File: config.mk
export PLATFORM = sky130hd
export DESIGN_NAME = xdc_control
export DESIGN_NICKNAME = d
export VERILOG_FILES = /design/src/shared/xdc_pkg.sv /design/src/shared/xdc_chan_if.sv /design/src/hdl/xdc_channel.sv /design/src/hdl/xdc_control.sv
export VERILOG_INCLUDE_DIRS = /design/src /design/src/shared
export SDC_FILE = /design/constraint.sdc
export NUM_CORES = 1
export LEC_CHECK = 0
export ABC_AREA = 1
export BUFFER_PORTS_ARGS = -buffer_cell sky130_fd_sc_hd__buf_2
export CAP_MARGIN = 20
export CORE_MARGIN = 2
export CORE_UTILIZATION = 30
export DETAILED_ROUTE_END_ITERATION = 16
export MAX_ROUTING_LAYER = met4
export PLACE_DENSITY = 0.45
export SLEW_MARGIN = 20
export SYNTH_ARGS = -nofsm -noshare
export SYNTH_HDL_FRONTEND = slang
export SYNTH_SLANG_ARGS = --single-unit
File: constraint.sdc
create_clock -name clock -period 4.05 [get_ports clock]
set_input_delay 0.405 -clock clock [delete_from_list [all_inputs] [get_ports clock]]
set_output_delay 0.405 -clock clock [all_outputs]
set_load 0.01 [all_outputs]
File: src/shared/xdc_params.svh
// Constants for the DMA channel control block: offsets, bit positions, counts.
`ifndef XDC_PARAMS_SVH
`define XDC_PARAMS_SVH

// Channel count and the channels that may run XOR descriptors.
`define XDC_NUM_CHAN 8
`define XDC_XOR_CHANS 2

// Register offsets inside one channel window.
`define XDC_OFF_CMD 8'h84
`define XDC_OFF_START 8'h86
`define XDC_OFF_STATUS 8'h88

// Channel command bits and the bits that act once and read back as zero.
`define XDC_CMD_SUSPEND 2
`define XDC_CMD_RESET 5
`define XDC_CMD_ACTION_MASK 8'h24
`define XDC_CMD_RESET_VAL 8'h00

// Descriptor control bits.
`define XDC_DC_IRQ 0
`define XDC_DC_CMPL 3
`define XDC_DC_FENCE 4

// Descriptors that one channel may hold in flight.
`define XDC_MAX_OUT 2'h2

`define XDC_ZERO8 8'h00

`endif

File: src/shared/xdc_pkg.sv
// Types shared by the DMA channel control block.
`default_nettype none
`include "xdc_params.svh"

package xdc_pkg;

   typedef logic [7:0] xdc_byte_t;
   typedef logic [2:0] xdc_chan_id_t;

   // Channel states; Gray steps along idle, run, suspend.
   typedef enum logic [1:0] {
      XDC_IDLE = 2'h0,
      XDC_RUN = 2'h1,
      XDC_SUSP = 2'h3,
      XDC_HALT = 2'h2
   } xdc_state_t;

   // Notification wishes kept for each descriptor in flight.
   typedef struct packed {
      logic is_xor;
      logic irq;
      logic cmpl;
   } xdc_note_t;

   typedef struct packed {
      xdc_state_t state;
      xdc_byte_t cmd;
      logic [1:0] cnt;
      logic head;
      xdc_note_t [1:0] note;
      logic fence_hold;
      logic xor_err;
      logic acc;
      logic nv;
      xdc_note_t nbits;
      logic abort;
   } xdc_chan_st_t;

   typedef struct packed {
      logic [7:0] fetch_enable;
      logic desc_accepted;
      logic xor_irq;
      logic xor_cmpl;
      logic leg_irq;
      logic leg_cmpl;
      xdc_chan_id_t note_chan;
      logic [7:0] chan_abort;
      xdc_byte_t rdata;
   } xdc_top_st_t;

endpackage : xdc_pkg

`default_nettype wire

File: src/shared/xdc_chan_if.sv
// Signals between the control top and one channel.
`default_nettype none

interface xdc_chan_if;
   import xdc_pkg::*;

   logic wr_cmd;
   logic wr_start;
   xdc_byte_t wdata;
   logic take;
   logic take_xor;
   xdc_byte_t take_ctrl;
   logic done;
   logic fetch_ok;
   xdc_byte_t cmd;
   xdc_byte_t status;
   logic acc;
   logic nv;
   xdc_note_t note;
   logic abort;

   modport ctrl (
      output wr_cmd, wr_start, wdata, take, take_xor, take_ctrl, done,
      input fetch_ok, cmd, status, acc, nv, note, abort
   );
   modport chan (
      input wr_cmd, wr_start, wdata, take, take_xor, take_ctrl, done,
      output fetch_ok, cmd, status, acc, nv, note, abort
   );
endinterface : xdc_chan_if

`default_nettype wire

File: src/hdl/xdc_channel.sv
// One DMA channel: run state, fence hold and in-flight notification queue.
`default_nettype none
`include "xdc_params.svh"

module xdc_channel
#(
   parameter bit XOR_OK = 1'b0
)
(
   input wire logic clock,
   input wire logic rst_n,
   xdc_chan_if.chan bus
);
   import xdc_pkg::*;

   xdc_chan_st_t s;
   xdc_chan_st_t next_s;
   logic fetch_ok;
   logic accept;
   logic good;
   logic cpl;
   logic tail;

   ////////////////////////////////////////////////////////////////////////////
   // A fenced descriptor holds the channel until all its work drains.
   assign fetch_ok = (s.state == XDC_RUN) && (s.cnt < `XDC_MAX_OUT) && !s.fence_hold;
   assign accept = bus.take && fetch_ok;
   // Legacy work is taken at any source alignment; no check exists here.
   assign good = accept && (!bus.take_xor || XOR_OK);
   assign cpl = bus.done && (s.cnt != 2'h0);
   assign tail = s.head ^ s.cnt[0];

   // Next state; the reset command is applied last so it overrides all else.
   always_comb
   begin
      next_s = s;
      next_s.acc = 1'b0;
      next_s.nv = 1'b0;
      next_s.abort = 1'b0;
      if (bus.wr_cmd)
      begin
         next_s.cmd = bus.wdata & ~`XDC_CMD_ACTION_MASK;
      end
      if (bus.wr_start && s.state != XDC_RUN)
      begin
         next_s.state = XDC_RUN;
         next_s.xor_err = 1'b0;
      end
      if (cpl)
      begin
         next_s.nv = 1'b1;
         next_s.nbits = s.note[s.head];
         next_s.head = ~s.head;
      end
      if (accept && !good)
      begin
         // XOR work on a legacy-only channel halts it and flags the fault.
         next_s.xor_err = 1'b1;
         next_s.state = XDC_HALT;
      end
      else if (good)
      begin
         next_s.acc = 1'b1;
         next_s.note[tail].is_xor = bus.take_xor;
         next_s.note[tail].irq = bus.take_ctrl[`XDC_DC_IRQ];
         next_s.note[tail].cmpl = bus.take_ctrl[`XDC_DC_CMPL];
         if (bus.take_ctrl[`XDC_DC_FENCE])
         begin
            next_s.fence_hold = 1'b1;
         end
      end
      next_s.cnt = 2'(s.cnt + {1'b0, good} - {1'b0, cpl});
      if (next_s.cnt == 2'h0)
      begin
         next_s.fence_hold = 1'b0;
      end
      if (bus.wr_cmd && bus.wdata[`XDC_CMD_SUSPEND] && s.state == XDC_RUN)
      begin
         next_s.state = XDC_SUSP;
      end
      if (bus.wr_cmd && bus.wdata[`XDC_CMD_RESET])
      begin
         // Work in flight, XOR included, is dropped and the engine told so.
         next_s.state = XDC_IDLE;
         next_s.cnt = 2'h0;
         next_s.head = 1'b0;
         next_s.fence_hold = 1'b0;
         next_s.xor_err = 1'b0;
         next_s.acc = 1'b0;
         next_s.nv = 1'b0;
         next_s.abort = 1'b1;
      end
   end

   // State register.
   always_ff @(posedge clock or negedge rst_n)
   begin
      if (!rst_n)
         s <= '0;
      else
         s <= next_s;
   end

   ////////////////////////////////////////////////////////////////////////////
   // Outputs to the top; the fetch permission is formed from state alone.
   assign bus.fetch_ok = fetch_ok;
   assign bus.cmd = s.cmd;
   assign bus.status = {2'h0, s.xor_err, s.fence_hold, s.cnt, s.state};
   assign bus.acc = s.acc;
   assign bus.nv = s.nv;
   assign bus.note = s.nbits;
   assign bus.abort = s.abort;

   ////////////////////////////////////////////////////////////////////////////
   // Checks on the channel's own behaviour.
   property p_fence_holds;
      @(posedge clock) disable iff (!rst_n)
      s.fence_hold && s.cnt != 2'h0 |-> !fetch_ok ##1 (s.fence_hold || s.cnt == 2'h0);
   endproperty
   a_fence_holds: assert property (p_fence_holds) else $error("fence let work pass");

   property p_suspend;
      @(posedge clock) disable iff (!rst_n)
      bus.wr_cmd && bus.wdata[`XDC_CMD_SUSPEND] && !bus.wdata[`XDC_CMD_RESET]
         && s.state == XDC_RUN |=> s.state == XDC_SUSP && !fetch_ok;
   endproperty
   a_suspend: assert property (p_suspend) else $error("suspend not taken");

   property p_reset;
      @(posedge clock) disable iff (!rst_n)
      bus.wr_cmd && bus.wdata[`XDC_CMD_RESET] |=> s.state == XDC_IDLE && s.cnt == 2'h0
         && s.abort ##1 (!s.abort || $past(bus.wr_cmd && bus.wdata[`XDC_CMD_RESET]));
   endproperty
   a_reset: assert property (p_reset) else $error("channel reset failed");

   property p_xor_refused;
      @(posedge clock) disable iff (!rst_n)
      accept && bus.take_xor && !XOR_OK |=> s.state == XDC_HALT && s.xor_err && !s.acc;
   endproperty
   a_xor_refused: assert property (p_xor_refused) else $error("xor ran on legacy channel");

   property p_stopped_quiet;
      @(posedge clock) disable iff (!rst_n)
      s.state != XDC_RUN && !bus.wr_start |=> !s.acc && s.state != XDC_RUN;
   endproperty
   a_stopped_quiet: assert property (p_stopped_quiet) else $error("stopped channel took work");

endmodule : xdc_channel

`default_nettype wire

File: src/hdl/xdc_control.sv
// Control of an eight-channel DMA engine with XOR-capable channels 0 and 1.
// Behaviour
// - An XOR descriptor with control bit 0 set raises an XOR interrupt, and with bit 3 an XOR completion write, when it completes.
// - Control bit 4 fences a descriptor, so no later work starts before it has fully completed.
// - Writing one to bit 2 of the channel command register at 0x84 suspends that channel.
// - Writing one to bit 5 of the channel command register resets that channel, even with XOR work in progress.
// - Only channels 0 and 1 run XOR descriptors; channels 2 to 7 run legacy descriptors only.
// - Legacy copy descriptors are taken on every channel whatever the source alignment.
`default_nettype none
`include "xdc_params.svh"

module xdc_control
(
   input wire logic clock,
   input wire logic rst_n,
   input wire logic reg_wr,
   input wire logic reg_rd,
   input wire xdc_pkg::xdc_chan_id_t reg_chan,
   input wire xdc_pkg::xdc_byte_t reg_addr,
   input wire xdc_pkg::xdc_byte_t reg_wdata,
   output var xdc_pkg::xdc_byte_t reg_rdata,
   input wire logic desc_valid,
   input wire xdc_pkg::xdc_chan_id_t desc_chan,
   input wire logic desc_xor,
   input wire xdc_pkg::xdc_byte_t desc_ctrl,
   output var logic [7:0] fetch_enable,
   output var logic desc_accepted,
   input wire logic work_done,
   input wire xdc_pkg::xdc_chan_id_t work_chan,
   output var logic xor_irq,
   output var logic xor_cmpl_write,
   output var logic legacy_irq,
   output var logic legacy_cmpl_write,
   output var xdc_pkg::xdc_chan_id_t note_chan,
   output var logic [7:0] chan_abort
);
   import xdc_pkg::*;

   // True when a register address selects the given offset.
   function automatic logic xdc_hit(input xdc_byte_t addr, input xdc_byte_t off);
      xdc_hit = (addr == off);
   endfunction : xdc_hit

   xdc_top_st_t s;
   xdc_top_st_t next_s;
   logic [7:0] fetch_ok_w;
   logic [7:0] acc_w;
   logic [7:0] nv_w;
   logic [7:0] abort_w;
   logic [7:0] xor_irq_due;
   logic [7:0] xor_cmpl_due;
   xdc_note_t note_w [`XDC_NUM_CHAN];
   xdc_byte_t cmd_w [`XDC_NUM_CHAN];
   xdc_byte_t status_w [`XDC_NUM_CHAN];
   logic wr_cmd_hit;
   logic wr_start_hit;

   ////////////////////////////////////////////////////////////////////////////
   // Register strobes; the channel number picks which window is addressed.
   assign wr_cmd_hit = reg_wr && xdc_hit(reg_addr, `XDC_OFF_CMD);
   assign wr_start_hit = reg_wr && xdc_hit(reg_addr, `XDC_OFF_START);

   xdc_chan_if cif [`XDC_NUM_CHAN] ();

   ////////////////////////////////////////////////////////////////////////////
   // One channel per slot; only the low slots are built able to run XOR work.
   for (genvar i = 0; i < `XDC_NUM_CHAN; i++)
   begin : g_ch
      assign cif[i].wr_cmd = wr_cmd_hit && (reg_chan == 3'(i));
      assign cif[i].wr_start = wr_start_hit && (reg_chan == 3'(i));
      assign cif[i].wdata = reg_wdata;
      assign cif[i].take = desc_valid && (desc_chan == 3'(i));
      assign cif[i].take_xor = desc_xor;
      assign cif[i].take_ctrl = desc_ctrl;
      assign cif[i].done = work_done && (work_chan == 3'(i));

      xdc_channel
      #(
         .XOR_OK(i < `XDC_XOR_CHANS)
      )
      u_ch
      (
         .clock(clock),
         .rst_n(rst_n),
         .bus(cif[i])
      );

      assign fetch_ok_w[i] = cif[i].fetch_ok;
      assign acc_w[i] = cif[i].acc;
      assign nv_w[i] = cif[i].nv;
      assign abort_w[i] = cif[i].abort;
      assign note_w[i] = cif[i].note;
      assign cmd_w[i] = cif[i].cmd;
      assign status_w[i] = cif[i].status;
      assign xor_irq_due[i] = cif[i].nv && cif[i].note.is_xor && cif[i].note.irq;
      assign xor_cmpl_due[i] = cif[i].nv && cif[i].note.is_xor && cif[i].note.cmpl;
   end

   ////////////////////////////////////////////////////////////////////////////
   // Output stage. Everything is registered once more so that every output
   // comes from a flop; the cost is one extra cycle on each answer.
   always_comb
   begin
      next_s = s;
      next_s.fetch_enable = fetch_ok_w;
      next_s.desc_accepted = |acc_w;
      next_s.chan_abort = abort_w;
      next_s.xor_irq = 1'b0;
      next_s.xor_cmpl = 1'b0;
      next_s.leg_irq = 1'b0;
      next_s.leg_cmpl = 1'b0;
      // At most one channel finishes per cycle, as completions arrive singly.
      for (int i = 0; i < `XDC_NUM_CHAN; i++)
      begin
         if (nv_w[i])
         begin
            next_s.note_chan = 3'(i);
            next_s.xor_irq = note_w[i].is_xor && note_w[i].irq;
            next_s.xor_cmpl = note_w[i].is_xor && note_w[i].cmpl;
            next_s.leg_irq = !note_w[i].is_xor && note_w[i].irq;
            next_s.leg_cmpl = !note_w[i].is_xor && note_w[i].cmpl;
         end
      end
      // Reads answer one cycle later; unmapped offsets read as zero.
      if (reg_rd)
      begin
         if (xdc_hit(reg_addr, `XDC_OFF_CMD))
            next_s.rdata = cmd_w[reg_chan];
         else if (xdc_hit(reg_addr, `XDC_OFF_STATUS))
            next_s.rdata = status_w[reg_chan];
         else
            next_s.rdata = `XDC_ZERO8;
      end
   end

   // State register.
   always_ff @(posedge clock or negedge rst_n)
   begin
      if (!rst_n)
         s <= '0;
      else
         s <= next_s;
   end

   ////////////////////////////////////////////////////////////////////////////
   // Ports.
   assign reg_rdata = s.rdata;
   assign fetch_enable = s.fetch_enable;
   assign desc_accepted = s.desc_accepted;
   assign xor_irq = s.xor_irq;
   assign xor_cmpl_write = s.xor_cmpl;
   assign legacy_irq = s.leg_irq;
   assign legacy_cmpl_write = s.leg_cmpl;
   assign note_chan = s.note_chan;
   assign chan_abort = s.chan_abort;

   ////////////////////////////////////////////////////////////////////////////
   // Checks tying port answers to their causes.
   property p_xor_irq;
      @(posedge clock) disable iff (!rst_n)
      (|xor_irq_due) |=> xor_irq && !legacy_irq;
   endproperty
   a_xor_irq: assert property (p_xor_irq) else $error("xor interrupt missing");

   property p_xor_cmpl;
      @(posedge clock) disable iff (!rst_n)
      (|xor_cmpl_due) |=> xor_cmpl_write && !legacy_cmpl_write;
   endproperty
   a_xor_cmpl: assert property (p_xor_cmpl) else $error("xor completion missing");

   property p_legacy_taken;
      @(posedge clock) disable iff (!rst_n)
      desc_valid && !desc_xor && fetch_ok_w[desc_chan]
         && !(wr_cmd_hit && reg_wdata[`XDC_CMD_RESET] && reg_chan == desc_chan)
         |-> ##2 desc_accepted;
   endproperty
   a_legacy_taken: assert property (p_legacy_taken) else $error("legacy work refused");

   property p_xor_low_only;
      @(posedge clock) disable iff (!rst_n)
      desc_valid && desc_xor && desc_chan >= 3'(`XDC_XOR_CHANS) |-> ##2 !desc_accepted;
   endproperty
   a_xor_low_only: assert property (p_xor_low_only) else $error("xor taken on high channel");

   property p_suspend_stops;
      @(posedge clock) disable iff (!rst_n)
      wr_cmd_hit && reg_wdata[`XDC_CMD_SUSPEND] |-> ##2 !fetch_enable[$past(reg_chan, 2)];
   endproperty
   a_suspend_stops: assert property (p_suspend_stops) else $error("fetch after suspend");

   property p_reset_aborts;
      @(posedge clock) disable iff (!rst_n)
      wr_cmd_hit && reg_wdata[`XDC_CMD_RESET] |-> ##2 chan_abort[$past(reg_chan, 2)];
   endproperty
   a_reset_aborts: assert property (p_reset_aborts) else $error("reset did not abort");

   // The channel index is taken from the cycle of the write, not of the check.
   property p_reset_no_fetch;
      @(posedge clock) disable iff (!rst_n)
      wr_cmd_hit && reg_wdata[`XDC_CMD_RESET] |-> ##2 !fetch_enable[$past(reg_chan, 2)];
   endproperty
   a_reset_no_fetch: assert property (p_reset_no_fetch) else $error("fetch after reset");

   // An offer that the channel is not willing to take is dropped without an answer.
   property p_refused_silent;
      @(posedge clock) disable iff (!rst_n)
      desc_valid && !fetch_ok_w[desc_chan] |-> ##2 !desc_accepted;
   endproperty
   a_refused_silent: assert property (p_refused_silent) else $error("refused offer taken");

   // XOR work on a legacy-only channel stops that channel from fetching.
   property p_halt_stops;
      @(posedge clock) disable iff (!rst_n)
      desc_valid && desc_xor && desc_chan >= 3'(`XDC_XOR_CHANS) && fetch_ok_w[desc_chan]
         |-> ##2 !fetch_enable[$past(desc_chan, 2)];
   endproperty
   a_halt_stops: assert property (p_halt_stops) else $error("halted channel fetches");

   // One finished descriptor gives notices of one kind only.
   property p_notes_exclusive;
      @(posedge clock) disable iff (!rst_n)
      xor_irq || xor_cmpl_write |-> !legacy_irq && !legacy_cmpl_write;
   endproperty
   a_notes_exclusive: assert property (p_notes_exclusive) else $error("mixed notices");

endmodule : xdc_control

`default_nettype wire

### Word-level counts from Yosys, hierarchy flattened

Index checks and enable logic that the tools add are counted.

| word-level totals | value |
|---|---|
| flip-flop bits (word level) | 232 |
| bits of input ports | 40 |

| operators by class | value |
|---|---|
| $add $sub $neg | 16 |
| $lt $le $gt $ge | 33 |
| equality and inequality tests | 46 |
| muxes and demuxes | 225 |
| bitwise logic cells | 23 |
| reductions and logical operators | 248 |

Operator list:

| cell | count |
|---|---|
| $logic_and 1x1->1 | 150 |
| $bwmux 6 | 24 |
| $mux 3 | 32 |
| $mux 2 | 38 |
| $mux 1 | 75 |
| $demux 3 s1 | 24 |
| $reduce_bool 3->1 | 24 |
| $mux 4 | 16 |
| $mux 7 | 8 |
| $bmux 8 s3 | 2 |
| $mux 8 | 6 |
| $eq 3x3->1 const B | 12 |
| $reduce_bool 2->1 | 18 |
| $lt 1x2->1 const B | 16 |
| $eq 8x8->1 const B | 3 |
| $reduce_bool 4->1 | 6 |
| $logic_not 1->1 | 23 |
| $eq 3x2->1 const B | 6 |
| $ne 3x3->1 const B | 6 |
| $reduce_and 3->1 | 6 |
| $add 2x1->2 | 8 |
| $eq 2x1->1 const B | 8 |
| $logic_not 2->1 | 8 |
| $lt 2x2->1 const B | 8 |
| 12 further kinds | 64 |

### Logic depth before layout (Yosys ltp)

Gate-level depths: netlist (run 1).

| depth | value |
|---|---|
| depth in word-level cells | 10 |
| gate-level depth with buffers | 14 |
| mapped depth without buffers | 14 |

### Hierarchy

A second synthesis (run 1) with hierarchy kept.

| second synthesis, totals | value |
|---|---|
| cells, all modules | 1,676 |
| area total of the unflattened synthesis | 13,123.8 sq um |

By module, submodules not included:

| module | times used | cells an instance | area an instance (sq um) | seq. area each (sq um) |
|---|---|---|---|---|
| xdc_channel (g_ch[2].u_ch ...) | 6 | 143 | 1,277.5 | 625.6 |
| xdc_control | 1 | 565 | 3,083.0 | 800.8 |
| xdc_channel (g_ch[0].u_ch) | 1 | 131 | 1,211.2 | 600.6 |
| xdc_channel (g_ch[1].u_ch) | 1 | 122 | 1,164.9 | 600.6 |

### Worst setup path before layout (run 1)

No wires, ideal clock.

| timing | value |
|---|---|
| path kind | input to register |
| from | input work_chan[0] |
| to | register g_ch[5].u_ch.s (netlist bit g_ch[5].u_ch.bus.status[4]) |
| library setup time | 0.077 ns |
| arrival | 2.091 ns |
| required time | 3.973 ns |
| path slack | 1.882 ns |
| stages | 11 |
| cell sequence | inv_1 -> nor2_1 -> inv_1 -> a211oi_2 -> ha_1 -> inv_1 -> ha_1 -> xnor2_1 -> xor2_1 -> or2_2 -> a21oi_1 |

| on the way | value |
|---|---|
| cells in the longest elaborated chain, start to end | 7 |
| elaborated cells between the ends (all ways) | 11 |
| classes of those cells | add/sub: 1; eq/ne: 2; mux: 2; reduce/logical: 6 |

Ends and longest elaborated chain:

| item | line | RTL |
|---|---|---|
| from (decl) | xdc_control.sv:29 | `input wire xdc_pkg::xdc_chan_id_t work_chan,` |
| $eq 3x3->1 * | xdc_control.sv:75 | `assign cif[i].done = work_done && (work_chan == 3'(i));` |
| $logic_and 1x1->1 * | xdc_control.sv:75 |  |
| $logic_and 1x1->1 * | xdc_channel.sv:30 | `assign cpl = bus.done && (s.cnt != 2'h0);` |
| named net g_ch[5].u_ch.cpl | xdc_channel.sv:21 | `logic cpl;` |
| $sub 2x1->2 * | xdc_channel.sv:72 | `next_s.cnt = 2'(s.cnt + {1'b0, good} - {1'b0, cpl});` |
| $logic_not 2->1 * | xdc_channel.sv:73 | `if (next_s.cnt == 2'h0)` |
| $ne 3x3->1 (no source line) (tied with other cells) | -- |  |
| $reduce_and 3->1 (no source line) or $mux 4 (tied branches) | -- |  |
| to (signal assigned) | xdc_channel.sv:101 | `s <= next_s;` |
| to (decl) | xdc_channel.sv:16 | `xdc_chan_st_t s;` |

Mark *: on every way through the listed nets, which the timed path passes. The rest lies on a longest branch.
A chain may end at the register's enable or synchronous reset.

### Worst setup path in the final report (run 1)

| timing | value |
|---|---|
| from | register g_ch[7].u_ch.s (netlist bit g_ch[7].u_ch.bus.status[1]) |
| to | register g_ch[7].u_ch.s (netlist bit g_ch[7].u_ch.bus.status[4]) |

| on the way | value |
|---|---|
| cells in the longest elaborated chain, start to end | 10 |
| elaborated cells between the ends (all ways) | 16 |
| classes of those cells | add/sub: 2; eq/ne: 2; mux: 2; reduce/logical: 10 |

Ends and longest elaborated chain:

| item | line | RTL |
|---|---|---|
| from (decl) | xdc_channel.sv:16 |  |
| from (signal assigned) | xdc_channel.sv:101 |  |
| $eq 2x1->1 * | xdc_channel.sv:26 | `` assign fetch_ok = (s.state == XDC_RUN) && (s.cnt < `XDC_MAX_OUT) && !s.fence_hold; `` |
| $logic_and 1x1->1 * (2 in series) | xdc_channel.sv:26 |  |
| named net cif[7].fetch_ok | xdc_chan_if.sv:14 | `logic fetch_ok;` |
| $logic_and 1x1->1 * | xdc_channel.sv:27 | `assign accept = bus.take && fetch_ok;` |
| $logic_and 1x1->1 | xdc_channel.sv:29 | `assign good = accept && (!bus.take_xor \|\| XOR_OK);` |
| $add 2x1->2 | xdc_channel.sv:72 |  |
| $sub 2x1->2 | xdc_channel.sv:72 |  |
| $logic_not 2->1 | xdc_channel.sv:73 |  |
| $ne 3x3->1 (no source line) (tied with other cells) | -- |  |
| $reduce_and 3->1 (no source line) or $mux 4 (tied branches) | -- |  |

Marks and branches as above.

==> results of run 1 <==
where the power goes:
part | internal [mW] | switching, mW | leakage [nW] | total [mW]
combinational | 0.502 | 0.804 | 3.15 | 1.31
clock | 1.57 | 0.993 | 0.451 | 2.56
sequential | 2.74 | 0.400 | 3.00 | 3.14
flip-flops by register name, indices dropped and copies added, names as in the netlist:
signal,cells
g_ch.u_ch.bus.note,24
g_ch.u_ch.bus.cmd,48
legacy_cmpl_write,1
desc_accepted,1
reg_rdata,8
xor_cmpl_write,1
g_ch.u_ch.s,56
g_ch.u_ch.bus.status,46
g_ch.u_ch.bus.abort,8
g_ch.u_ch.bus.nv,8
xor_irq,1
fetch_enable,8
legacy_irq,1
g_ch.u_ch.bus.acc,8
note_chan,3
chan_abort,8
metal layers:
layer  vias to the layer above  global-route usage  share of wire
met2                       145               0.271           0.46
li1                       4360                   -              -
met5                         -                   -              0
met4                         0              0.0385          0.021
met1                      4039               0.230           0.48
met3                        41              0.0231          0.041
stage by stage:
stage / hold WS (ps) / setup slack [ps] / utilization
2_1_floorplan: 109 / 1880 / -
3_3_place_gp: 335 / 1470 / 0.329
3_5_place_dp: 335 / 1430 / 0.329
4_1_cts: 51.6 / 1570 / 0.355
5_1_grt: 76.4 / 1270 / 0.355
6_report: 76.1 / 1580 / 0.355
cell type report:
type / instances / area [um2]
clock inverter: 8 / 158
sequential: 230 / 5760
tap: 461 / 577
inverter: 220 / 826
fill: 3796 / 22900
multi-input combinational: 847 / 4100
timing repair buffer: 76 / 418
antenna: 3 / 7.51
clock buffer: 39 / 771
critical path, cell delays in order, from the launching register on:
cell and delay (ps):
dfrtp_1 380, inv_1 70, nand2_1 110, nor3_1 480
nand2_1 160, nor2_1 390, ha_1 230, xor2_1 180
xnor2_1 140, inv_1 50, nand2_1 80, a22oi_1 80
path summary, 6_finish.rpt:
check,end,slack [ps]
setup / recovery,g_ch[7].u_ch.bus.status[4]$_DFFE_PN0P_,1580
hold / removal,g_ch[4].u_ch.s[11]$_DFFE_PN0P_,80
setup reg to reg,g_ch[7].u_ch.bus.status[4]$_DFFE_PN0P_,1580
hold reg to reg,chan_abort[2]$_DFF_PN0_,350
max in group asynchronous,g_ch[1].u_ch.bus.cmd[7]$_DFFE_PN0N_,2510
min in group asynchronous,g_ch[0].u_ch.bus.note[0]$_DFFE_PN0P_,500
cell families (layout without fill, tap and decap cells):
family | count (synthesis) | count (layout) | share of synthesized area
adder cells (fa/ha/maj) | 14 | 14 | 0.0162
other | 0 | 3 | 0
flip-flops | 230 | 230 | 0.533
AO/OA/AOI/OAI | 223 | 223 | 0.119
XOR/XNOR | 21 | 21 | 0.0170
buffers and inverters | 250 | 343 | 0.0885
AND/OR/NAND/NOR | 589 | 589 | 0.226
placed cells by master, fill, tap and decap left out, types with 4 or more instances in the layout:
master	count
a21boi_0	7
a21oi_1	35
a22oi_1	12
a31oi_1	9
buf_2	65
buf_4	9
bufinv_16	4
clkbuf_1	7
clkbuf_16	27
clkbuf_8	5
clkinv_1	5
dfrtp_1	230
ha_1	14
inv_1	213
nand2_1	396
nand3_1	55
nand4_1	17
nor2_1	79
nor2_2	6
nor3_1	12
o211ai_1	23
o21ai_0	119
o22ai_1	5
or2_2	9
xnor2_1	11
xor2_1	10
==> impl_metrics.toml, run 1 <==
[outcome]
status = "finished, final reports clean"

[placement]
place_area_um2 = 11700
port-buffer-count = 66
gp_congestion = 0.838
dp.cells = 1833
hpwl_um = 22100

[timing]
fin_crit_ps = 2470
post-route-period-util = 0.610
rsz0062_at_grt = "false"
hold_violations = 0
worstMarginPinSlew_ps = 1090
skew_ps = 11.3
fmax_ghz = 0.405
relSlewSlack = 0.275
setup_violations = 0
fin_setup_tns_ps = 0
final-max-slew-violation-count = 0

[synth]
syn_nets = 1381
seq_area_frac_synth = 0.533
synthTopCellsByCount = "nand2_1 (396), dfrtp_1 (230), inv_1 (213), o21ai_0 (119), nor2_1 (79)"
synthArstFlopShare = 1.00
yosys-top-cells-area = "dfrtp_1 (53%), nand2_1 (14%), inv_1 (7.4%)"
yosysTopAreaCell = "dfrtp_1"
synth_ff_type = "dfrtp_1"
yosys_warnings = 0
yosys.area.top_type_share = 0.533
syn_inst = 1327
synth_cell_type_count = 43
yosys.cell_count.top_type = "nand2_1"
ys_ff_latch = 230
syn-cell-area_um2 = 10800
synth-edff-count = 0
avgSynthCellArea_um2 = 8.14

[drt]
wl_per_cell_um = 16.1
route.detailed.drc = 0
vias = 8585
vias_per_cell = 4.56
ant_nets = 0
dr.first_iter.drc_count = 522
wl_um = 30300
dr.pass1.iters = 6

[grt]
grt_overflow = 0
grt_pass1_vias = 8664
grt_first_pass_wirelength_um = 49000
grt_use_total = 0.170
grt_max_degree = 119
antenna_found_initial = 3

[critical_path]
crit_start = "g_ch[7].u_ch.bus.status[1]$_DFFE_PN0P_"
startpoint_type = "flip-flop"
cp.arrival_ps = 2900
r2r.worst_path.cells = 11
cp-end-kind = "flip-flop"
crit_fanout = 5
r2r-start = "g_ch[7].u_ch.bus.status[1]$_DFFE_PN0P_"
critPathKind = "reg -> reg"
required_ps = 4480

[finish]
final_area_um2 = 12600
nNetsFinal = 1456
syn_to_final_growth_pct = 16.7
drive_gt1_frac = 0.100
final_cells = 1884

[die]
start_util = 0.305
dieHeight_um = 194
io_pins = 72
core_um2 = 35500
fp-row-count = 69
die_width_um = 194
dieArea_um2 = 37600

[clock_network]
cts-root-buf = "clkbuf_16"
clock_latency_ps = 550
cts_sinks = 230
cts_tree = "done"
clk_path_buf_depth = 3
cts_resized = 0
numCtsBuffers = 27
cts_htree_levels = 1
cts_hold_buf = 1
cts.clk_slew.worst_paths_ps = 60
postCtsSetupRepairBufs = 0

[pwr]
p_total_mw = 7.01
p_leak_nw = 6.60
pwr_density_cell_nw_per_um2 = 556
irDropWorstVdd_mv = 0.331

[hold_path]
min_path_cells = 3
hp-class = "in -> reg"
min_from = "desc_ctrl[3]"

[run]
maxCapViolations = 0
Note: power is estimated with default switching activity, not from simulation.
==> run 2: changes to the inputs <==
==> constraint.sdc (replaced) <==
create_clock -name clock -period 2.5 [get_ports clock]
set_input_delay 0.25 -clock clock [delete_from_list [all_inputs] [get_ports clock]]
set_output_delay 0.25 -clock clock [all_outputs]
set_load 0.01 [all_outputs]
==> run 2 against run 1 <==
Non-clock buffer count rose by 32. Combinational power grew 65%. Flip-flop and latch count unchanged. Count of clock-buffer cells in the layout unchanged. Core utilization up 0.92 points. Highest routed layer unchanged.
==> impl_metrics.toml, run 2 (synthesis gave the netlist of run 1 again) <==
[grt]
grt_pass1_vias = 8708
grt_max_degree = 62
grt_first_pass_wirelength_um = 49300
antenna_found_initial = 4
grt_overflow = 0
grt_use_total = 0.171

[critical_path]
cp-end-kind = "flip-flop"
cp.arrival_ps = 2470
crit_path_frequent_cell = "inv_1"
critPathKind = "reg -> reg"
startpoint_type = "flip-flop"
crit_family = "adder cells"
required_ps = 2940
crit_fanout = 6
cp_cell_sequence = "inv_1 > a21oi_1 > nand2_1 > inv_1 > ha_1 > inv_1 > ha_1 > xor2_1 > xor2_1 > inv_1 > nand2_1 > a21oi_1"
critPathMaxStageDelay_ps = 360
cp_slowest_cell = "dfrtp_1"
path_buf_inv = 4

[finish]
syn_to_final_growth_pct = 19.7
regMostFlops = "g_ch.u_ch.s"
drive_gt1_frac = 0.120
final_common_cell = "nand2_1"
largest_reg_flops = 56
nNetsFinal = 1489
final_cells = 1921
layout_common_cells = "nand2_1 (396), dfrtp_1 (230), inv_1 (213)"

[placement]
dp_slack_ps = 459
gp_congestion = 0.853
dp.cells = 1860
port-buffer-count = 66
hpwl_um = 22800

[drt]
ant_nets = 0
dr.pass1.iters = 4
wl_per_cell_um = 16.0
vias_per_cell = 4.59
wl_um = 30700
route.detailed.drc = 0
vias = 8808
dr.first_iter.drc_count = 487

[hold_path]
hp-class = "in -> reg"

[outcome]
status = "finished, final reports clean"

[clock_network]
numCtsBuffers = 28
cts_sinks = 230
cts_htree_levels = 1
cts_tree = "done"
clock_latency_ps = 550
cts.clk_slew.worst_paths_ps = 60
clk_path_buf_depth = 3
cts-root-buf = "clkbuf_16"
postCtsSetupRepairBufs = 0

[die]
io_pins = 72
core_um2 = 35500
die_width_um = 194
dieHeight_um = 194
fp-row-count = 69
dieArea_um2 = 37600
start_util = 0.305

[timing]
relSlewSlack = 0.543
fin_setup_tns_ps = 0
fmax_ghz = 0.493
skew_ps = 21.6
setup_slack_ps = 471
fin_crit_ps = 2030
hold_violations = 0
post-route-period-util = 0.812
final-max-slew-violation-count = 0
rsz0062_at_grt = "false"
worstMarginPinSlew_ps = 685
setup_violations = 0

[pwr]
p_leak_nw = 6.80
irDropWorstVdd_mv = 0.620
pwr_density_cell_nw_per_um2 = 890

[run]
maxCapViolations = 0
## run 2: power breakdown
part	switching, mW	internal [mW]	total (mW)	leakage [nW]
clock network	1.61	2.64	4.25	0.481
logic	1.31	0.855	2.16	3.32
registers	0.653	4.44	5.09	3.00
## run 2: worst register-to-register path: stages (launching register included)
cell and delay [ps]:
dfrtp_1 360, inv_1 90, a21oi_1 140, nand2_1 150, inv_1 180, ha_1 260
inv_1 60, ha_1 140, xor2_1 180, xor2_1 160, inv_1 50, nand2_1 80
a21oi_1 80
## run 2: worst paths after layout
path / cells past startpoint / end / slack, ps / start
max: 12 / g_ch[3].u_ch.bus.status[4]$_DFFE_PN0P_ / 470 / g_ch[3].u_ch.bus.status[2]$_DFF_PN0_
min: 3 / g_ch[1].u_ch.bus.status[1]$_DFFE_PN0P_ / 70 / reg_wdata[2]
max reg2reg: 12 / g_ch[3].u_ch.bus.status[4]$_DFFE_PN0P_ / 470 / g_ch[3].u_ch.bus.status[2]$_DFF_PN0_
min reg2reg: 0 / chan_abort[6]$_DFF_PN0_ / 350 / g_ch[6].u_ch.bus.abort$_DFF_PN0_
max in group asynchronous: 3 / g_ch[1].u_ch.bus.cmd[0]$_DFFE_PN0N_ / 1490 / rst_n
min in group asynchronous: 2 / g_ch[2].u_ch.s[11]$_DFFE_PN0P_ / 230 / rst_n
## run 2: what timing repair did
item	CTS	global route
hold endpoints to repair	65	0
setup endpoints to repair	0	0
hold buffers	6	0
resized for setup	0	0
## run 2: final cells by class
type	count	area, um2
fillers	3719	22500
flip-flops and latches	230	5760
multi-input cells	847	4100
inverters	220	826
clock buffers	39	802
repair buffers	108	696
well taps	461	577
clock inverters	12	174
diodes	4	10.0
## run 2: metrics by stage
| step | util | power (mW) | hold WS [ps] | instance area [um2] |
|---|---|---|---|---|
| after CTS | 0.364 | 11.7 | 49.4 | 12900 |
| final | 0.365 | 11.5 | 69.8 | 12900 |
| after global routing | 0.365 | 12.3 | 72.8 | 12900 |
| after detailed placement | 0.335 | 7.33 | 234 | 11900 |
| after global placement | 0.335 | 7.30 | 225 | 11900 |
| after floorplan | - | 6.54 | -45.6 | 10800 |
## run 2: routing by layer
layer	vias to the layer above	GRT usage	share of wire
li1	4432	-	-
met1	4181	0.224	0.48
met2	150	0.279	0.46
met3	45	0.0245	0.040
met4	0	0.0393	0.022
met5	-	-	0
